### config.mk
export PLATFORM = sky130hd
export DESIGN_NAME = rps_sequencer
export DESIGN_NICKNAME = d
export VERILOG_FILES = /design/src/rps_pkg.sv /design/src/rps_delay_cnt.sv /design/src/rps_sequencer.sv
export VERILOG_INCLUDE_DIRS = /design/src /design/src/src
export SDC_FILE = /design/constraint.sdc
export NUM_CORES = 1
export LEC_CHECK = 0
export BUFFER_PORTS_ARGS = -buffer_cell sky130_fd_sc_hd__buf_2
export CAP_MARGIN = 20
export CORE_MARGIN = 2
export CORE_UTILIZATION = 48
export CTS_BUF_LIST = sky130_fd_sc_hd__clkbuf_8
export DETAILED_ROUTE_END_ITERATION = 12
export GPL_ROUTABILITY_DRIVEN = 0
export PLACE_DENSITY_LB_ADDON = 0.1
export SLEW_MARGIN = 20
export SYNTH_ARGS = -nofsm -noshare
export SYNTH_HDL_FRONTEND = slang
export SYNTH_SLANG_ARGS = --single-unit
### constraint.sdc
create_clock -name clk -period 6.7 [get_ports clk]
set_input_delay 0.335 -clock clk [delete_from_list [all_inputs] [get_ports clk]]
set_output_delay 0.335 -clock clk [all_outputs]
set_load 0.05 [all_outputs]
### src/rps_consts.svh
// timing counts, reset values and field positions for the reset sequencer
`ifndef RPS_CONSTS_SVH
`define RPS_CONSTS_SVH
`define RPS_CLK_MHZ          40
`define RPS_POR_DELAY_LO_MS  7
`define RPS_POR_DELAY_HI_MS  15
`define RPS_POR_LO_CYC       (`RPS_POR_DELAY_LO_MS * `RPS_CLK_MHZ * 1000)
`define RPS_POR_HI_CYC       (`RPS_POR_DELAY_HI_MS * `RPS_CLK_MHZ * 1000)
`define RPS_WDT_DIV          12
`define RPS_PORT_RESET       8'hFF
`define RPS_PC_RESET         16'h0000
`define RPS_SRC_W            8
`define RPS_POWER_ON_RESET_FLAG_BIT        1
`define RPS_POR_MONITOR_DISABLE_BIT       5
`define RPS_SRC_PIN_BIT      0
`define RPS_SRC_MON_BIT      2
`define RPS_SRC_SW_BIT       4
`endif

### src/rps_pkg.sv
// types for the reset sequencer
package rps_pkg;
    typedef enum logic [1:0] {
        RPS_ST_POR_HOLD,
        RPS_ST_POR_WAIT,
        RPS_ST_RUN,
        RPS_ST_RST_HOLD
    } rps_state_type;
endpackage

### src/rps_delay_cnt.sv
// down counter timing the power-on release delay
`timescale 1ns/100ps
`default_nettype none
module rps_delay_cnt #(
    parameter int W = 32
) (
    input  wire logic         clk,
    input  wire logic         rst,
    input  wire logic         load,
    input  wire logic [W-1:0] load_val,
    output logic              done
);
    logic [W-1:0] cnt_ff;     // remaining cycles

    // reload while held, else count to zero
    always_ff @(posedge clk) begin
        if (rst) begin
            cnt_ff <= '0;
        end else if (load) begin
            cnt_ff <= load_val;
        end else if (cnt_ff != '0) begin
            cnt_ff <= cnt_ff - 1'b1;
        end
    end

    // done once the count has run out
    assign done = (cnt_ff == '0) && !load;
endmodule
`default_nettype wire

### src/rps_sequencer.sv
// reset and power-on sequencer core
// Overview of operation
// reset halts core, resets registers, ports, timers
// ram untouched; only stack pointer reinitialised
// port latches all ones, open drain
// pull-ups off in reset, on after
// monitor reset drives reset pin low
// exit clears pc, internal oscillator, fetch zero
// watchdog enabled on clock divided by twelve
// hold reset while supply powers up
// wait release delay after power threshold
// set power-on flag leaving power-on reset
// other resets clear power-on flag
// software treats ram undefined after power-on
// power-on monitor watches supply in sleep
// software write disables power-on monitor
// monitor disabled: any reset is full power-on
// supply back above threshold releases core
// cause flags captured at release, held stable
`timescale 1ns/100ps
`default_nettype none
`include "rps_consts.svh"
module rps_sequencer #(
    parameter int unsigned POR_DELAY_CYC = `RPS_POR_LO_CYC,
    parameter int unsigned POR_DELAY_HI  = `RPS_POR_HI_CYC
) (
    input  wire logic        clk,
    input  wire logic        rst,
    input  wire logic        supply_above_por,
    input  wire logic        supply_above_mon,
    input  wire logic        supply_high_range,
    input  wire logic        mon_enable,
    input  wire logic        ext_reset_n,
    input  wire logic        sw_reset,
    input  wire logic        mode_wr,
    input  wire logic [7:0]  mode_wdata,
    output logic             core_reset,
    output logic             sp_reset,
    output logic             ram_keep,
    output logic [7:0]       port_latch,
    output logic             port_open_drain,
    output logic             pullup_en,
    output logic             reset_pin_out,
    output logic             reset_pin_oe,
    output logic [15:0]      pc_init,
    output logic             clk_sel_internal,
    output logic             wdt_en,
    output logic [3:0]       wdt_div,
    output logic [7:0]       reset_source_register,
    output logic             por_monitor_disable
);
    // two-flop synchronisers for the analog and pin inputs
    logic [3:0] s1_ff;          // first stage
    logic [3:0] s2_ff;          // second stage
    always_ff @(posedge clk) begin
        if (rst) begin
            // pin bit parks at its idle high level, supplies read low
            s1_ff <= 4'h1;
            s2_ff <= 4'h1;
        end else begin
            s1_ff <= {supply_above_por, supply_above_mon,
                      supply_high_range, ext_reset_n};
            s2_ff <= s1_ff;
        end
    end
    logic por_ok;               // supply above power-on threshold
    logic mon_ok;               // supply above monitor threshold
    logic hi_rng;               // high supply range
    logic pin_n;                // reset pin level
    assign por_ok = s2_ff[3];
    assign mon_ok = s2_ff[2];
    assign hi_rng = s2_ff[1];
    assign pin_n  = s2_ff[0];

    rps_pkg::rps_state_type state_ff;     // sequencer state
    rps_pkg::rps_state_type nxt_state;    // next state
    logic por_monitor_disable_ff;            // power-on monitor disabled
    logic por_cause_ff;         // pending cause: power-on
    logic [`RPS_SRC_W-1:0] cause_ff;      // pending other causes
    logic [`RPS_SRC_W-1:0] src_ff;        // captured cause register
    logic mon_rst_ff;           // reset caused by supply monitor
    logic dly_load;             // reload release timer
    logic dly_done;             // release timer expired
    logic [31:0] dly_val;       // delay for this supply range

    // pick delay by supply range
    assign dly_val = hi_rng ? 32'(POR_DELAY_HI) : 32'(POR_DELAY_CYC);
    assign dly_load = (state_ff != rps_pkg::RPS_ST_POR_WAIT);

    rps_delay_cnt #(.W(32)) u_dly (
        .clk      (clk),
        .rst      (rst),
        .load     (dly_load),
        .load_val (dly_val),
        .done     (dly_done)
    );

    logic mon_fail;             // monitor reset condition
    logic other_src;            // pin or software reset
    assign mon_fail  = mon_enable && !mon_ok;
    assign other_src = !pin_n || sw_reset;

    // state transitions
    always_comb begin
        nxt_state = state_ff;
        case (state_ff)
            rps_pkg::RPS_ST_POR_HOLD: begin
                if (por_ok) begin
                    nxt_state = rps_pkg::RPS_ST_POR_WAIT;
                end
            end
            rps_pkg::RPS_ST_POR_WAIT: begin
                if (!por_ok) begin
                    nxt_state = rps_pkg::RPS_ST_POR_HOLD;
                end else if (dly_done) begin
                    nxt_state = rps_pkg::RPS_ST_RUN;
                end
            end
            rps_pkg::RPS_ST_RUN: begin
                // a disabled power-on monitor lets a supply dip pass
                if (!por_ok && !por_monitor_disable_ff) begin
                    nxt_state = rps_pkg::RPS_ST_POR_HOLD;
                end else if ((mon_fail || other_src) && por_monitor_disable_ff) begin
                    nxt_state = rps_pkg::RPS_ST_POR_HOLD;
                end else if (mon_fail || other_src) begin
                    nxt_state = rps_pkg::RPS_ST_RST_HOLD;
                end
            end
            rps_pkg::RPS_ST_RST_HOLD: begin
                if (!por_ok) begin
                    nxt_state = rps_pkg::RPS_ST_POR_HOLD;
                end else if (!mon_fail && !other_src) begin
                    nxt_state = rps_pkg::RPS_ST_RUN;
                end
            end
            default: begin
                nxt_state = rps_pkg::RPS_ST_POR_HOLD;
            end
        endcase
    end

    // state register; power-on hold after reset
    always_ff @(posedge clk) begin
        if (rst) begin
            state_ff <= rps_pkg::RPS_ST_POR_HOLD;
        end else begin
            state_ff <= nxt_state;
        end
    end

    logic in_reset;             // any reset state
    logic release_evt;          // leaving reset this cycle
    assign in_reset    = (state_ff != rps_pkg::RPS_ST_RUN);
    assign release_evt = in_reset && (nxt_state == rps_pkg::RPS_ST_RUN);

    // monitor disable bit; power-on re-enables it
    always_ff @(posedge clk) begin
        if (rst) begin
            por_monitor_disable_ff <= 1'b0;
        end else if (state_ff == rps_pkg::RPS_ST_POR_HOLD) begin
            por_monitor_disable_ff <= 1'b0;
        end else if (mode_wr && !in_reset) begin
            por_monitor_disable_ff <= mode_wdata[`RPS_POR_MONITOR_DISABLE_BIT];
        end
    end

    // pending causes sampled while running; power-on hold sets the power-on cause
    always_ff @(posedge clk) begin
        if (rst) begin
            por_cause_ff <= 1'b1;
            cause_ff     <= '0;
            mon_rst_ff   <= 1'b0;
        end else if (state_ff == rps_pkg::RPS_ST_POR_HOLD) begin
            por_cause_ff <= 1'b1;
            cause_ff     <= '0;
            mon_rst_ff   <= 1'b0;
        end else if (state_ff == rps_pkg::RPS_ST_RUN) begin
            por_cause_ff <= 1'b0;
            cause_ff <= '0;
            cause_ff[`RPS_SRC_PIN_BIT] <= !pin_n;
            cause_ff[`RPS_SRC_MON_BIT] <= mon_fail;
            cause_ff[`RPS_SRC_SW_BIT]  <= sw_reset;
            mon_rst_ff <= mon_fail;
        end else if (state_ff == rps_pkg::RPS_ST_RST_HOLD) begin
            mon_rst_ff <= mon_rst_ff || mon_fail;
        end
    end

    // cause register captured at release, stable afterward
    always_ff @(posedge clk) begin
        if (rst) begin
            src_ff <= '0;
        end else if (release_evt) begin
            src_ff <= cause_ff;
            src_ff[`RPS_POWER_ON_RESET_FLAG_BIT] <= por_cause_ff;
        end
    end

    // reset-state outputs toward core and ports
    always_comb begin
        core_reset      = in_reset;
        sp_reset        = in_reset;
        ram_keep        = 1'b1;
        port_latch      = in_reset ? `RPS_PORT_RESET : 8'hFF;
        port_open_drain = in_reset;
        pullup_en       = !in_reset;
        reset_pin_out   = 1'b0;
        reset_pin_oe    = (state_ff == rps_pkg::RPS_ST_RST_HOLD)
                          && mon_rst_ff;
        pc_init          = `RPS_PC_RESET;
        clk_sel_internal = 1'b1;
        wdt_en           = !in_reset;
        wdt_div          = 4'(`RPS_WDT_DIV);
        reset_source_register = src_ff;
        por_monitor_disable   = por_monitor_disable_ff;
    end

    // checks
    int unsigned hold_cnt_ff;   // cycles spent in power-on wait
    always_ff @(posedge clk) begin
        if (rst || state_ff != rps_pkg::RPS_ST_POR_WAIT) begin
            hold_cnt_ff <= 0;
        end else begin
            hold_cnt_ff <= hold_cnt_ff + 1;
        end
    end

    release_delay_a: assert property (@(posedge clk) disable iff (rst)
        (state_ff == rps_pkg::RPS_ST_POR_WAIT
         && nxt_state == rps_pkg::RPS_ST_RUN)
        |-> hold_cnt_ff + 1 >= POR_DELAY_CYC)
        else $error("released before delay");
    hold_por_a: assert property (@(posedge clk) disable iff (rst)
        (!por_ok && !por_monitor_disable_ff)
        |=> core_reset)
        else $error("core not held with supply low");
    power_on_reset_flag_set_a: assert property (@(posedge clk) disable iff (rst)
        (release_evt && por_cause_ff)
        |=> reset_source_register[`RPS_POWER_ON_RESET_FLAG_BIT])
        else $error("power-on flag not set");
    power_on_reset_flag_clear_a: assert property (@(posedge clk) disable iff (rst)
        (state_ff == rps_pkg::RPS_ST_RST_HOLD && release_evt)
        |=> !reset_source_register[`RPS_POWER_ON_RESET_FLAG_BIT])
        else $error("power-on flag not cleared");
    pullup_off_a: assert property (@(posedge clk) disable iff (rst)
        core_reset |-> !pullup_en && port_open_drain)
        else $error("pull-up on during reset");
    pin_drive_a: assert property (@(posedge clk) disable iff (rst)
        (state_ff == rps_pkg::RPS_ST_RUN && mon_fail && por_ok
         && !por_monitor_disable_ff) |=> reset_pin_oe)
        else $error("reset pin not driven");
    mon_release_a: assert property (@(posedge clk) disable iff (rst)
        (state_ff == rps_pkg::RPS_ST_RST_HOLD && por_ok && !mon_fail
         && !other_src) |=> !core_reset)
        else $error("not released after recovery");
    full_por_a: assert property (@(posedge clk) disable iff (rst)
        (state_ff == rps_pkg::RPS_ST_RUN && por_monitor_disable_ff && other_src)
        |=> state_ff == rps_pkg::RPS_ST_POR_HOLD ##1 !por_monitor_disable)
        else $error("no full power-on sequence");
    src_stable_a: assert property (@(posedge clk) disable iff (rst)
        (!in_reset && !$past(in_reset)) |-> $stable(reset_source_register))
        else $error("cause register changed");
    wdt_on_a: assert property (@(posedge clk) disable iff (rst)
        !core_reset |-> wdt_en && wdt_div == 4'(`RPS_WDT_DIV))
        else $error("watchdog setup wrong");

    // a write during reset must not touch the disable bit
    mode_refused_a: assert property (@(posedge clk) disable iff (rst)
        (mode_wr && in_reset && state_ff != rps_pkg::RPS_ST_POR_HOLD)
        |=> $stable(por_monitor_disable))
        else $error("mode write taken in reset");
    // ports parked all ones, open drain, while held
    port_park_a: assert property (@(posedge clk) disable iff (rst)
        core_reset |-> port_latch == `RPS_PORT_RESET && port_open_drain)
        else $error("ports not parked in reset");
    // boot state presented whenever the core runs
    boot_state_a: assert property (@(posedge clk) disable iff (rst)
        !core_reset |-> pc_init == `RPS_PC_RESET && clk_sel_internal)
        else $error("boot state wrong");
    // memory kept and stack pointer reset during any hold
    ram_keep_a: assert property (@(posedge clk) disable iff (rst)
        core_reset |-> ram_keep && sp_reset)
        else $error("ram not kept in reset");
    // a disabled monitor lets a supply dip pass
    mon_off_a: assert property (@(posedge clk) disable iff (rst)
        (state_ff == rps_pkg::RPS_ST_RUN && por_monitor_disable_ff && !por_ok
         && !mon_fail && !other_src) |=> !core_reset)
        else $error("disabled monitor still resets");
    // reset pin never driven while the core runs
    pin_quiet_a: assert property (@(posedge clk) disable iff (rst)
        !core_reset |-> !reset_pin_oe)
        else $error("reset pin driven while running");
    // watchdog held off during any hold
    wdt_off_a: assert property (@(posedge clk) disable iff (rst)
        core_reset |-> !wdt_en)
        else $error("watchdog on during reset");

    // main scenarios seen at least once
    por_release_c: cover property (@(posedge clk) disable iff (rst)
        release_evt && por_cause_ff);
    mon_reset_c: cover property (@(posedge clk) disable iff (rst)
        reset_pin_oe ##1 !reset_pin_oe);
    disable_c: cover property (@(posedge clk) disable iff (rst)
        por_monitor_disable ##1 state_ff == rps_pkg::RPS_ST_POR_HOLD);
    sw_reset_c: cover property (@(posedge clk) disable iff (rst)
        state_ff == rps_pkg::RPS_ST_RUN && sw_reset
        ##1 state_ff == rps_pkg::RPS_ST_RST_HOLD);
    power_dip_c: cover property (@(posedge clk) disable iff (rst)
        state_ff == rps_pkg::RPS_ST_RUN && !por_ok
        ##1 state_ff == rps_pkg::RPS_ST_POR_HOLD);
endmodule
`default_nettype wire

# --- After elaboration in Yosys (flattened, before gate mapping) ---
# Index checks and enable logic that the tools add are counted.
op_classes:
  n_addsub: 1
  n_eq_ne: 6
  mux: 14
  n_reduce_logical: 25
ops:
  columns: ["op", "n"]
  rows:
  - ["$mux 32", 2]
  - ["$logic_not 32->1", 1]
  - ["$reduce_bool 32->1", 1]
  - ["$sub 32x1->32 const B", 1]
  - ["$mux 20", 1]
  - ["$mux 2", 8]
  - ["$logic_and 1x1->1", 8]
  - ["$logic_not 1->1", 8]
  - ["$pmux 2 s4", 1]
  - ["$eq 2x2->1 const B", 3]
  - ["$reduce_bool 2->1", 2]
  - ["$logic_or 1x1->1", 3]
  - ["$eq 2x1->1 const B", 1]
  - ["$logic_not 2->1", 1]
  - ["$mux 1", 2]
  - ["$ne 2x1->1 const B", 1]
  - ["$ne 2x2->1 const B", 1]
  - ["$reduce_or 2->1", 1]
word_totals:
  regBits: 52
  in_bits: 17
  out_inout_bits: 46
  wordCells: 55

# --- Longest topological paths before layout ---
depth:
  depth_word: 9
  depth_mapped: 9
  ltp_nobuf: 7

# --- Modules after synthesis ---
# From an unflattened synthesis, not the netlist that was laid out.
hier_totals:
  hier_cells: 338
  area_unflattened_um2: 2965.3
by_module_without_submodules:
  columns: ["mod", "instances", "cells_per_inst", "area_each_um2", "seq_area_each_um2"]
  rows:
  - ["rps_delay_cnt", 1, 218, 1878.1, 640.6]
  - ["rps_sequencer", 1, 120, 1087.3, 400.4]

# --- Least setup slack after synthesis ---
# No wires, ideal clock.
synth_path:
  path_type: "register to register"
  from: "register u_dly.cnt_ff[19]"
  to: "register u_dly.cnt_ff[29]"
  setup_ns: 0.071
  t_arrival_ns: 2.267
  required_ns: 6.629
  path_slack_ns: 4.363
  path_stages_with_launch: 7
  path_buffers: 1
  synth_period_minus_slack_ns: 2.337
  cell_sequence: "dfxtp_1 -> buf_6 -> or3_4 -> or4_4 -> or4_4 -> or4_1 -> a21oi_1"
synth_via:
  elab_chain_len: 3
  elab_cells_between_ends: 5
  classes_between: "1 x add/sub; 2 x mux; 2 x reduce/logical"
synth_rtl:
  columns: ["element", "line", "rtl"]
  rows:
  - ["start, declared", "rps_delay_cnt.sv:13", "logic [W-1:0] cnt_ff;"]
  - ["start signal, assigned", "rps_delay_cnt.sv:20", "cnt_ff <= load_val;"]
  - ["start signal, assigned", "rps_delay_cnt.sv:22", "cnt_ff <= cnt_ff - 1'b1;"]
  - ["$sub 32x1->32", "rps_delay_cnt.sv:22", null]
  - ["$mux 32", "rps_delay_cnt.sv:21", "end else if (cnt_ff != '0) begin"]
  - ["$mux 32", "rps_delay_cnt.sv:19", "end else if (load) begin"]
# Several ways; a longest one is shown, not always the timed one. The select of a mux whose other input is x is not followed.
# A chain may end at the register's enable or synchronous reset.

# --- Final worst setup path ---
layout_path:
  from: "register u_dly.cnt_ff[15]"
  to: "register u_dly.cnt_ff[7]"
layout_via:
  elab_chain_len: 2
layout_rtl:
  columns: ["element", "line"]
  rows:
  - ["$reduce_bool 32->1", "rps_delay_cnt.sv:21"]
  - ["$reduce_bool 2->1 (no source line)", null]
# Every way passes these cells.

==> metrics.md <==
| Metric | Value |
|---|---|
| Status | complete, no violations |
| Relative contribution of combinational cells to total power | 0.154 |
| Number of vias per cell after detailed routing | 5.35 |
| Maximum net fanout on the critical path | 18 |
| Post-synth top flop | dfxtp_1 |
| Worst setup path category | reg2reg |
| Layout cell share with drive strength beyond 1 | 0.129 |
| TritonCTS clock tree | built |
| Average cell area after synthesis | 8.66 sq um |
| Worst clock skew | 5.44 ps |
| Area Overhead vs Synth | 1.47% |
| Number of synthesized flops with an enable pin | 0 |
| Number of clock sinks | between 50 and 60 |
| Kind of launch point of the worst setup path | flop |
| Antenna violations before repair | 0 |
| Static leakage | ~1.1 nW |
| Final HPWL from detailed placement | 3820 um |
| Cts repair resizes | 0 |
| Remaining antenna violation count | 0 |
| Insertion delay of the later-clocked pin in the worst-skew pair | 310 ps |
| Power density over the cells | approximately 200 nW/um^2 |
| Clock root buffer | clkbuf_8 |
| Number of standard-cell rows in the floorplan | 27 |
| Total gr overflow | 0 |
| Max-slew violation total from the final report | 0 |
| First-pass GRT wire length | 9140 um |
| Number of H-tree levels | 2 |
| Number of warnings printed during yosys synthesis | 0 |
| Die Outline Area | around 6500 sq um |
| Req. time, crit path | 6860 ps |
| Clock transition at the registers of the reported paths | 90 ps |
| Total routing resource utilization after global routing | 0.181 |
| Post-synth cell types | 51 |
| Initial cell density of the core | 0.505 |
| Internal power | 406 uW |
| Top cells by area, synth | dfxtp_1 37%, buf_4 11%, a21oi_1 4.4% |
| Wire length per cell | between 10 and 15 um |
| Maximum buffer depth of the clock tree | 2 |
| First DRT Iteration DRCs | between 90 and 100 |
| Switching power of the nets | 178 uW |
| I/O Buffers | 20 |
| Post-CTS setup buffer count | 0 |
| Place WS | 3890 ps |
| Clock network power share | 0.295 |
| Flops & latches, synth | 52 |
| Max Clock Freq | 0.353 GHz |
| Seq pwr share | 0.550 |
| Worst min path class | in2reg |
| Cell area after synthesis | approximately 2800 sq um |
| Io pins | 63 |
| Slowest CP cell | or4_1 |
| Inserted Clock Buffers | 5 |
| Placement-stage cell area | 2770 sq um |
| Async SR Flop Fraction | 0 |
| Final Setup Violations | 0 |
| Finished Cell Area | around 2900 sq um |
| Largest net degree at the start of global routing | 38 |
| Vias | 2166 |
| Transition time at the pin with the least slew margin | 785 ps |
| Switching power share of the total | 0.305 |
| Top cell family by delay on the critical path | simple AND/OR/NAND/NOR gates |
| Cell accounting for the most synthesized area | dfxtp_1 |
| Worst-path cell chain | or4_1 -> nor4b_4 -> and3_1 -> or3_1 -> a31oi_1 |
| Count of maximum capacitance violations | 0 |
| Final WL | approximately 5500 um |
| Drc violations | 0 |
| Setup repair after global routing missed its margin | false |
| Delay of the slowest cell on the worst path | 760 ps |
| Diodes inserted | 0 |
| Vertical die dimension | 80.6 um |
| Worst endpoint data arrival time | 2990 ps |
| Share of Yosys cell area claimed by the top area cell type | 0.370 |
| Final worst-path cycle share | 0.423 |
| Crit path from | u_dly.cnt_ff[15]$_SDFFE_PP0N_ |
| Maximum ir drop on the vdd rail | slightly below 0.1 mV |
| Startpoint of the worst register-to-register path | u_dly.cnt_ff[15]$_SDFFE_PP0N_ |
| Count of hold-fix buffers inserted at cts | 0 |
| Post-synthesis sequential area ratio | 0.370 |
| Post-layout net count | around 350 |
| Fin crit period | ~2800 ps |
| Number of instances in the synthesized netlist | about 330 |
| Die width | 80.6 um |
| Detailed-routing iteration count for the pre-antenna-repair pass | 4 |
| Start point of the worst min-delay path | ext_reset_n |
| Fin. Hold Viols | 0 |
| Core region area | 5570 sq um |
| Number of global-route vias before repair | 1958 |
| Post-route setup TNS | 0 ps |
| Number of filler instances in the final layout | 565 |
| Worst slew margin relative to its limit | 0.472 |
| Sort of element at the end of the critical path | flop |
| Count of buffer and inverter cells on the critical path | 0 |
| Final worst-path setup slack | around 3900 ps |
path summary, 6_finish.rpt:
kind,endpoint,slack [ps],cells after the start
min,s1_ff[0]$_SDFF_PP1_,200,2
max reg2reg,u_dly.cnt_ff[7]$_SDFFE_PP0N_,3870,5
min reg2reg,s2_ff[0]$_SDFF_PP1_,420,1
max,u_dly.cnt_ff[7]$_SDFFE_PP0N_,3870,5
cell usage in the layout, fill, tap and decap left out, types with 3 or more instances in the layout:
cell	synthesis	routed
a211oi_1	5	5
nor2b_1	11	11
o21a_1	3	3
buf_2	1	20
o21ai_1	5	5
and3_1	4	4
o31ai_1	4	4
nor2_1	21	21
nand4_1	5	5
nor3_1	6	6
conb_1	2	35
o21ai_0	3	3
dfxtp_1	52	52
or4_1	8	8
nand2b_1	15	15
inv_1	5	5
mux2i_1	7	7
or3_1	14	14
a31oi_1	4	4
xnor2_1	10	10
nand3b_1	4	4
nor4_1	9	9
or2_2	4	4
clkbuf_8	0	5
a21oi_1	25	25
nand2_1	17	17
power by group through the flow:
stage,registers [mW],clock network (mW),logic [mW]
5_1_grt,0.322,0.192,0.0970
2_1_floorplan,0.326,0,0.0972
3_3_place_gp,0.328,0,0.0889
4_1_cts,0.321,0.178,0.0898
6_report,0.321,0.172,0.0900
3_5_place_dp,0.328,0,0.0893
stage by stage:
| stage | std cells | total power [mW] | utilization | hold slack, ps |
|---|---|---|---|---|
| global route | 405 | 0.611 | 0.512 | 204 |
| floorplan | 358 | 0.423 | - | 389 |
| global placement | 398 | 0.417 | 0.498 | 393 |
| CTS | 405 | 0.589 | 0.512 | 200 |
| detailed placement | 398 | 0.418 | 0.498 | 398 |
| finish | 405 | 0.584 | 0.512 | 202 |
synthesized netlist by cell type, types with 3 or more instances:
cell and instances:
a211oi_1 5, a21oi_1 25, a31oi_1 4, and3_1 4, buf_4 40, clkbuf_1 9, dfxtp_1 52, inv_1 5
mux2i_1 7, nand2_1 17, nand2b_1 15, nand3b_1 4, nand4_1 5, nor2_1 21, nor2b_1 11, nor3_1 6
nor4_1 9, o21a_1 3, o21ai_0 3, o21ai_1 5, o31ai_1 4, or2_2 4, or3_1 14, or4_1 8
xnor2_1 10
final cells by class:
cell class	instances	area [sq um]	share of cell area
clock inverter	2	12.5	0.00438
tap	72	90.1	0.0316
clock buffer	5	68.8	0.0241
timing repair buffer	20	100	0.0351
sequential	52	1040	0.365
inverter	5	18.8	0.00657
multi-input combinational	249	1520	0.534
routing by layer:
metal  vias to the layer above  wire length (um)  global-route usage
met4                         0               103              0.0898
met3                         8               260              0.0315
li1                       1104                 -                   -
met1                       999              2570               0.234
met2                        55              2540               0.291
met5                         -                 0                   0
kinds of logic (layout without fill, tap and decap cells):
family                     count (synthesis)  after routing  share of synthesized area
buffers and inverters                     57             32                      0.133
other                                      2             35                    0.00267
DFF                                       52             52                      0.370
muxes                                      8              8                     0.0289
xor gates and xnor gates                  11             11                     0.0342
adders and majority gates                  2              2                    0.00889
and+or+nand+nor                          134            134                      0.285
AOI/OAI and AO/OA                         59             59                      0.138
registers in the layout (all words and copies together), names as in the netlist:
signal and flops:
state_ff 2, cause_ff 3, por_monitor_disable 1, por_cause_ff 1, reset_source_register 4, s2_ff 4
u_dly.cnt_ff 32, mon_rst_ff 1, s1_ff 4
No activity file was read; power rests on OpenSTA's default activity.
